[src/core/raa_pkg.sv]
// package: offsets, field layouts, reset values and timing for the range/accumulator/alert bank
package raa_pkg;

    ////////////////////////////////////////////////////////////////////////////
    // register offsets on the management bus register pointer
    localparam logic [7:0] RAA_OFS_LATCHED_RANGE = 8'h24;
    localparam logic [7:0] RAA_OFS_ACCUM_MODE = 8'h25;
    localparam logic [7:0] RAA_OFS_ALERT_CAUSE = 8'h26;

    // register widths and reset values
    localparam int RAA_DATA_W = 24;
    localparam logic [15:0] RAA_RANGE_RESET = 16'h0000;
    localparam logic [7:0] RAA_ACCUM_RESET = 8'h00;
    localparam logic [23:0] RAA_ALERT_RESET = 24'h00_0000;

    // field positions (low bit of each field)
    localparam int RAA_POS_SENSE_CH4 = 8;
    localparam int RAA_POS_BUS_CH1 = 6;
    localparam int RAA_POS_BUS_CH2 = 4;
    localparam int RAA_POS_BUS_CH3 = 2;
    localparam int RAA_POS_BUS_CH4 = 0;
    localparam int RAA_POS_ACC_CH1 = 6;
    localparam int RAA_POS_ACC_CH2 = 4;
    localparam int RAA_POS_ACC_CH3 = 2;
    localparam int RAA_POS_ACC_CH4 = 0;
    localparam int RAA_POS_OC = 20;
    localparam int RAA_POS_UC = 16;
    localparam int RAA_POS_OV = 12;
    localparam int RAA_POS_UV = 8;
    localparam int RAA_POS_OP = 4;
    localparam int RAA_POS_ACCUMULATOR_OVERFLOW_FLAG = 3;
    localparam int RAA_POS_CNT_OVF = 2;

    // snapshot-valid delay: 1 ms at the 125 MHz device clock
    localparam int RAA_CLK_HZ = 125_000_000;
    localparam int RAA_LATCH_VALID_US = 1000;
    localparam int RAA_LATCH_VALID_CYC = RAA_CLK_HZ / 1_000_000 * RAA_LATCH_VALID_US;

    ////////////////////////////////////////////////////////////////////////////
    // full-scale range codes, sense and bus fields share one encoding
    typedef enum logic [1:0] {
        RAA_FSR_UNIPOLAR = 2'b00,
        RAA_FSR_BIPOLAR = 2'b01,
        RAA_FSR_BIPOLAR_HALF = 2'b10,
        RAA_FSR_RESERVED = 2'b11
    } raa_fsr_t;

    // accumulator source codes
    typedef enum logic [1:0] {
        RAA_ACC_POWER = 2'b00,
        RAA_ACC_SENSE = 2'b01,
        RAA_ACC_BUS = 2'b10,
        RAA_ACC_RSVD = 2'b11
    } raa_acc_t;

    // alert cause layout, msb first, channel 1 in the top bit of each nibble
    typedef struct packed {
        logic [3:0] over_current;
        logic [3:0] under_current;
        logic [3:0] over_voltage;
        logic [3:0] under_voltage;
        logic [3:0] over_power;
        logic accumulator_overflow;
        logic sample_count_overflow;
        logic [1:0] unused;
    } raa_alert_t;

    // register access strobes from the two-wire bus engine
    typedef struct packed {
        logic [7:0] addr;
        logic wr;
        logic rd;
        logic [23:0] wdata;
    } raa_req_t;

    // range settings decoded for the measurement path
    typedef struct packed {
        raa_fsr_t sense_range_ch4;
        raa_fsr_t bus_range_ch1;
        raa_fsr_t bus_range_ch2;
        raa_fsr_t bus_range_ch3;
        raa_fsr_t bus_range_ch4;
    } raa_range_t;

endpackage : raa_pkg

[src/core/raa_alert_bank.sv]
// sticky alert cause flags with read-then-conversion-complete clearing
`timescale 1ns/1ps
module raa_alert_bank
    import raa_pkg::*;
(
    // clock and reset
    input wire logic ref_clk,
    input wire logic rst,
    // enabled trip conditions, held while the condition is present
    input wire raa_pkg::raa_alert_t trip,
    // host read of the cause register and end of a conversion cycle
    input wire logic read_strobe,
    input wire logic conv_done,
    // flags
    output raa_pkg::raa_alert_t status
);
    import raa_pkg::*;

    logic [23:0] status_reg, status_next;
    logic [23:0] marked_reg, marked_next;

    ////////////////////////////////////////////////////////////////////////////
    // a read only arms the clear; the clear lands when the cycle completes
    always_comb begin
        status_next = status_reg;
        marked_next = marked_reg;
        if (read_strobe) begin
            marked_next = marked_reg | status_reg;
        end
        if (conv_done) begin
            // bits read but still tripped survive the clear
            status_next = status_reg & ~(marked_next & ~trip);
            marked_next = '0;
        end
        // setting beats a clear landing in the same cycle
        status_next = status_next | trip;
        status_next[1:0] = 2'b00;
    end

    // flags move without any snapshot command
    always_ff @(posedge ref_clk or posedge rst) begin
        if (rst) begin
            status_reg <= RAA_ALERT_RESET;
            marked_reg <= '0;
        end else begin
            status_reg <= status_next;
            marked_reg <= marked_next;
        end
    end

    assign status = raa_alert_t'(status_reg);

endmodule : raa_alert_bank

[src/core/raa_regs.sv]
// latched range, accumulator mode and alert cause registers of a four-channel power monitor
`timescale 1ns/1ps
module raa_regs
    import raa_pkg::*;
#(
    parameter int LATCH_VALID_CYC = raa_pkg::RAA_LATCH_VALID_CYC
) (
    // clock and reset
    input wire logic ref_clk,
    input wire logic rst,
    // register access from the two-wire bus engine
    input wire raa_pkg::raa_req_t req,
    output logic [23:0] rd_data,
    output logic rd_valid,
    // snapshot command and the live range settings it freezes
    input wire logic snapshot_cmd,
    input wire logic [15:0] range_live,
    // comparator results and alert enables, bit layout as the cause register
    input wire raa_pkg::raa_alert_t compare_hit,
    input wire raa_pkg::raa_alert_t alert_enable,
    // accumulator overflow and fullness limit per channel, channel 1 in bit 3
    input wire logic [3:0] acc_overflow,
    input wire logic [3:0] acc_limit_hit,
    input wire logic count_overflow,
    input wire logic conv_done,
    // decoded settings for the measurement path
    output raa_pkg::raa_range_t range_latched,
    output logic latched_valid,
    output logic [7:0] accum_mode,
    output raa_pkg::raa_alert_t alert_flags
);
    import raa_pkg::*;

    // load value of the snapshot settling counter; 24 bits cover the full 1 ms
    // at the device clock, and a smaller parameter only shortens the wait
    // a parameter too large for 24 bits would wrap, so keep it under that range
    localparam logic [23:0] CNT_LOAD = 24'(LATCH_VALID_CYC);

    ////////////////////////////////////////////////////////////////////////////
    // reserved accumulator codes behave and read as power mode
    // cleaning on write rather than on read keeps the stored mode and the mode
    // used by the accumulator path identical, so no reserved code reaches it
    function automatic logic [7:0] acc_clean(input logic [7:0] raw);
        logic [7:0] v;
        v = raw;
        for (int i = 0; i < 4; i++) begin
            if (raw[2*i +: 2] == RAA_ACC_RSVD) begin
                v[2*i +: 2] = RAA_ACC_POWER;
            end
        end
        return v;
    endfunction : acc_clean

    // pull a range field out of the latched word
    // shared by all five fields so the field positions live only in the package
    function automatic raa_fsr_t fsr_at(input logic [15:0] word, input int pos);
        return raa_fsr_t'(word[pos +: 2]);
    endfunction : fsr_at

    ////////////////////////////////////////////////////////////////////////////
    // configuration state
    logic [15:0] range_reg, range_next;
    logic [7:0] accum_reg, accum_next;
    logic [23:0] valid_cnt_reg, valid_cnt_next;
    logic valid_reg, valid_next;
    logic [23:0] rd_data_reg, rd_data_next;
    logic rd_valid_reg, rd_valid_next;
    raa_range_t range_out_reg, range_out_next;
    raa_alert_t trip;
    raa_alert_t status;
    logic cause_read;

    // the latched range word normally follows host writes; a snapshot overrides
    // a write landing in the same cycle, because the image must match the result
    // set that the snapshot froze rather than settings that were never measured
    // latched_valid drops on the snapshot edge and rises once the count runs out;
    // a second snapshot inside the window simply restarts the wait
    // snapshot freezes the settings that produced the result set
    always_comb begin
        range_next = range_reg;
        accum_next = accum_reg;
        valid_cnt_next = valid_cnt_reg;
        valid_next = valid_reg;
        if (req.wr && req.addr == RAA_OFS_LATCHED_RANGE) begin
            range_next = req.wdata[15:0];
        end
        if (req.wr && req.addr == RAA_OFS_ACCUM_MODE) begin
            accum_next = acc_clean(req.wdata[7:0]);
        end
        if (snapshot_cmd) begin
            range_next = range_live;
            valid_next = 1'b0;
            valid_cnt_next = CNT_LOAD;
        end else if (valid_cnt_reg != '0) begin
            // count down the 1 ms settling of the result set
            valid_cnt_next = valid_cnt_reg - 24'h00_0001;
            valid_next = (valid_cnt_reg == 24'h00_0001);
        end
    end

    // reset returns all settings to unipolar ranges and power accumulation
    always_ff @(posedge ref_clk or posedge rst) begin
        if (rst) begin
            range_reg <= RAA_RANGE_RESET;
            accum_reg <= RAA_ACCUM_RESET;
            valid_cnt_reg <= '0;
            valid_reg <= 1'b0;
        end else begin
            range_reg <= range_next;
            accum_reg <= accum_next;
            valid_cnt_reg <= valid_cnt_next;
            valid_reg <= valid_next;
        end
    end

    ////////////////////////////////////////////////////////////////////////////
    // reserved range code 11 is passed through untouched; the front end decides
    // how to treat it, this block only stores and forwards it
    // decoding from the next value lets the outputs change on the same edge as
    // the register instead of one cycle behind it
    // range fields decoded for the front end; registered so outputs come from flops
    always_comb begin
        range_out_next.sense_range_ch4 = fsr_at(range_next, RAA_POS_SENSE_CH4);
        range_out_next.bus_range_ch1 = fsr_at(range_next, RAA_POS_BUS_CH1);
        range_out_next.bus_range_ch2 = fsr_at(range_next, RAA_POS_BUS_CH2);
        range_out_next.bus_range_ch3 = fsr_at(range_next, RAA_POS_BUS_CH3);
        range_out_next.bus_range_ch4 = fsr_at(range_next, RAA_POS_BUS_CH4);
    end

    always_ff @(posedge ref_clk or posedge rst) begin
        if (rst) begin
            range_out_reg <= raa_range_t'(10'h000);
        end else begin
            range_out_reg <= range_out_next;
        end
    end

    ////////////////////////////////////////////////////////////////////////////
    // only enabled comparators can trip; enables reset low outside this block
    // the accumulator and count overflow bits are not gated: no enable exists
    // for them, and a lost overflow would silently corrupt an energy total
    // the two unused low bits are forced to zero here and again in the bank
    // with enables low after reset, no comparator field can trip until set
    always_comb begin
        trip = compare_hit & alert_enable;
        trip.accumulator_overflow = |(acc_overflow | acc_limit_hit);
        trip.sample_count_overflow = count_overflow;
        trip.unused = 2'b00;
    end

    assign cause_read = req.rd && req.addr == RAA_OFS_ALERT_CAUSE;

    // the bank keeps its own read mark, so a read and a conversion end in the
    // same cycle still clear what that read returned
    // flags set after the read are not marked and survive the next clear
    // sticky cause flags, layout fixed by the struct
    raa_alert_bank u_alert_bank (
        .ref_clk(ref_clk),
        .rst(rst),
        .trip(trip),
        .read_strobe(cause_read),
        .conv_done(conv_done),
        .status(status)
    );

    ////////////////////////////////////////////////////////////////////////////
    // rd_data holds its last word between reads so a slow bus engine may take it
    // late; rd_valid marks the one cycle in which a fresh word arrived
    // the strobe is sampled on every edge; holding rd high for two edges reads twice
    // reading the cause register also arms its clear inside the alert bank
    // read mux, one cycle after the strobe; unmapped pointers read zero
    always_comb begin
        rd_data_next = rd_data_reg;
        rd_valid_next = req.rd;
        if (req.rd) begin
            unique case (req.addr)
                RAA_OFS_LATCHED_RANGE: rd_data_next = {8'h00, range_reg};
                RAA_OFS_ACCUM_MODE: rd_data_next = {16'h0000, accum_reg};
                RAA_OFS_ALERT_CAUSE: rd_data_next = status;
                default: rd_data_next = 24'h00_0000;
            endcase
        end
    end

    always_ff @(posedge ref_clk or posedge rst) begin
        if (rst) begin
            rd_data_reg <= 24'h00_0000;
            rd_valid_reg <= 1'b0;
        end else begin
            rd_data_reg <= rd_data_next;
            rd_valid_reg <= rd_valid_next;
        end
    end

    // every output below comes straight from a flip-flop, so downstream timing
    // sees no decode logic behind these pins
    assign rd_data = rd_data_reg;
    assign rd_valid = rd_valid_reg;
    assign range_latched = range_out_reg;
    assign latched_valid = valid_reg;
    assign accum_mode = accum_reg;
    assign alert_flags = status;

endmodule : raa_regs

[config.mk]
export PLATFORM = sky130hd
export DESIGN_NAME = raa_regs
export DESIGN_NICKNAME = d
export VERILOG_FILES = /design/src/core/raa_pkg.sv /design/src/core/raa_alert_bank.sv /design/src/core/raa_regs.sv
export SDC_FILE = /design/constraint.sdc
export NUM_CORES = 1
export LEC_CHECK = 0
export ABC_CLOCK_PERIOD_IN_PS = 8800
export BUFFER_PORTS_ARGS = -buffer_cell sky130_fd_sc_hd__buf_2
export CORE_UTILIZATION = 55
export CTS_BUF_LIST = sky130_fd_sc_hd__clkbuf_16
export CTS_CLUSTER_DIAMETER = 80
export DETAILED_ROUTE_END_ITERATION = 10
export PLACE_DENSITY = 0.94
export SLEW_MARGIN = 20
export SYNTH_ARGS = -nofsm -noshare
export SYNTH_HDL_FRONTEND = slang
export SYNTH_SLANG_ARGS = --single-unit
[constraint.sdc]
create_clock -name ref_clk -period 8.8 [get_ports ref_clk]
set_input_delay 0.88 -clock ref_clk [delete_from_list [all_inputs] [get_ports ref_clk]]
set_output_delay 0.88 -clock ref_clk [all_outputs]
set_load 0.1 [all_outputs]
==> results.json <==
{
  "syn_area_per_cell_sq_um": 11.2,
  "finalSetupViolCount": 0,
  "hp-class": "reg2reg",
  "cp-startpoint": "req[30]",
  "grt_max_degree": 64,
  "synth-edff-count": 0,
  "route.detailed.drc": 0,
  "synth_cells": 496,
  "timing_worst_slew_pin_value_ns": 1.04,
  "final-max-slew-violation-count": 0,
  "vias_per_cell": 6.09,
  "finish.utilization_pct": 70.6,
  "critical-path-slowest-cell": "nor4_4",
  "initial_antenna_violation_count": 0,
  "drt_iter0_markers": 410,
  "track_usage_pct": 29.3,
  "timing.clock.skew_ns": 0.0140,
  "crit_path_max_incr_delay_ns": 0.61,
  "worst-endpoint-arrival_ns": 3.12,
  "final.period_utilization_pct": 32.0,
  "synth-simple-area-share_pct": 13.2,
  "cts.htree.levels": 4,
  "clock.fmax_mhz": 355,
  "maxCapViolCount": 0,
  "synthAdderAreaFrac_pct": 0.676,
  "boundaryPins": 179,
  "timing_worst_setup_path_type": "in2reg",
  "worst_setup_path_start_kind": "primary input",
  "setup-tns-final_ns": 0,
  "drt-pass1-iter-count": 5,
  "cts_num_sinks": 118,
  "timing.critical_path.required_ns": 9.10,
  "floorplan.rows": 36,
  "ctsLongestPathBuffers": 2,
  "wirelength_um": 14900,
  "tritoncts": "done",
  "timing.reg2reg.worst_path_depth": 4,
  "main_combinational_cell_family_by_area_after_synthesis": "compound AO/OA/AOI/OAI gates",
  "wl_per_cell_um": 19.0,
  "path_max_fanout": 10,
  "cp-endpoint": "range_reg[1]",
  "die_area_sq_um": 10500,
  "most_used_cells_in_the_layout_excluding_fill_and_tap_cells": "buf_2, dfrtp_1, nor2_1, mux2_2, a21oi_1",
  "synth-warning-count": 0,
  "worst_path_most_repeated_cell": "mux2_2",
  "cts_hold_buf": 0,
  "yosys_register_bits": 118,
  "initial_cell_density_of_the_core_pct": 56.8,
  "p_per_area_nw_per_um2": 201,
  "synthXorXnorAreaFrac_pct": 0,
  "ratio_of_cells_with_drive_above_1_in_the_final_layout_pct": 37.6,
  "ir_drop_mv": 0.125,
  "cell_area_after_synthesis_sq_um": 5550,
  "post_synth_mux_area_share_pct": 12.9,
  "antenna_violating_nets_post_route": 0,
  "placement.io_buffers": 160,
  "final-hold-violation-count": 0,
  "clock_root_buffer_master": "clkbuf_16",
  "flow.area_growth_from_synthesis_pct": 24.3,
  "clk_transition_reported_paths_ns": 0.05,
  "die_x_um": 102,
  "fraction_of_registers_with_async_set_reset_pct": 100,
  "r2r_slack_ns": 6.31,
  "fp.dieH_um": 102,
  "critical_path_buf_inv_count": 2,
  "synth_compound_gate_area_share_pct": 15.6,
  "crit-reg2reg-launch": "valid_cnt_reg[2]",
  "worstSkewPairLatency_ns": 0.42,
  "final_common_cell": "buf_2",
  "dp_hpwl_um": 9610,
  "fin_nets": 753,
  "dr_total_vias": 4782,
  "crit-reg2reg-capture": "valid_cnt_reg[21]",
  "place_congestion": 0.895,
  "overflow": 0,
  "core_box_area_sq_um": 9770,
  "worst_hold_startpoint": "rd_data[6]",
  "leakage_uw": 0.00324,
  "synth_cell_type_count": 47,
  "timing.max_slew.rel_slack_pct": 30.5,
  "worst-path-stages": 6,
  "grt_setup_unrepaired": "false",
  "cp-end-kind": "register",
  "n_antenna_cell": 0,
  "synth-main-ff-cell": "dfrtp_1",
  "outcome": "finished clean",
  "ctsResizeCount": 0,
  "worst_path_dominant_cell_family": "simple AND/OR/NAND/NOR gates",
  "global_route_wire_length_before_repair_um": 22900,
  "via_count_of_the_first_global_routing_pass": 4623,
  "cts_inserted_buffers": 17,
  "timing.critical_path.cells": "buf_2 -> or4b_4 -> nor4_4 -> buf_4 -> mux2_2 -> mux2_2",
  "sequential_share_of_the_synthesized_area_pct": 53.2,
  "post_cts_buffers": 0,
  "min_period_ns": 2.82
}
-- report_power, final --
group / switching [uW] / internal (uW) / leakage, uW / total [uW]
Clock: 261 / 388 / 0.000261 / 649
Combinational: 117 / 51.5 / 0.00153 / 169
Sequential: 13.7 / 557 / 0.00146 / 571
Total: 392 / 997 / 0.00324 / 1390
-- cell type report --
type,instances,area [sq um]
clock buffer,17,425
tap,133,166
clock inverter,15,133
inverter,9,36.3
sequential,118,2950
fill,669,2870
multi-input combinational,330,2370
timing repair buffer,163,823
-- Yosys cell counts (2+ instances only) --
cell type,instances,share of area (%)
dfrtp_1,118,53
nor2_1,45,3.0
mux2_2,44,8.9
a21oi_1,43,3.9
a22o_1,28,4.4
o21ai_0,26,2.3
clkbuf_1,22,1.5
mux2i_1,21,3.8
nor2b_1,18,2.0
o2bb2ai_1,14,2.2
buf_4,12,1.6
nor3_1,10,0.90
nor4_1,10,1.1
inv_1,9,0.61
or4_1,9,1.2
nand2_1,7,0.47
or3_1,7,0.79
nand4_1,6,0.68
o31ai_1,6,0.81
buf_2,4,0.36
ha_1,3,0.68
a211oi_1,2,0.27
a21o_1,2,0.27
a41o_1,2,0.36
and4_1,2,0.32
nand2b_1,2,0.23
nand3_1,2,0.18
o31a_1,2,0.32
o32ai_1,2,0.32
-- how the worst min path moves through the flow --
| stage | endpoint | slack [ns] | cells past startpoint |
|---|---|---|---|
| 5_1_grt | rd_data[7] | 0.50 | 1 |
| 6_report | rd_data[6] | 0.49 | 1 |
| 3_5_place_dp | rd_data[8] | 0.47 | 1 |
| 4_1_cts | rd_data[6] | 0.49 | 1 |
| 2_1_floorplan | u_alert_bank.marked_reg[10] | 0.46 | 2 |
| 3_3_place_gp | rd_data[8] | 0.47 | 1 |
-- metal layers --
| layer | part of all wire [%] | up-vias | wire length, um | track usage, % |
|---|---|---|---|---|
| li1 | - | 2116 | - | - |
| met1 | 39 | 2341 | 5830 | 35.5 |
| met2 | 51 | 277 | 7570 | 47.7 |
| met3 | 7.3 | 48 | 1090 | 9.22 |
| met4 | 2.9 | 0 | 434 | 14.0 |
| met5 | 0 | - | 0 | 0 |
-- cell families (layout without fill, tap and decap cells) --
family / Yosys count / after routing
and+or+nand+nor: 129 / 129
muxes: 66 / 66
DFF: 118 / 118
adders and majority gates: 3 / 3
buffers and inverters: 49 / 204
AOI/OAI and AO/OA: 130 / 130
other: 1 / 2
-- per-stage QoR --
step                instance area, sq um  hold WS, ns  setup WS [ns]  std cells  power [uW]
floorplan                           5560        0.457           4.79        497         706
global placement                    6340        0.466           5.59        753         740
detailed placement                  6340        0.472           5.56        753         746
CTS                                 6900        0.487           5.93        785        1390
global route                        6910        0.499           5.93        785        1430
finish                              6910        0.486           5.98        785        1390
Note: power is estimated with default switching activity, not from simulation.
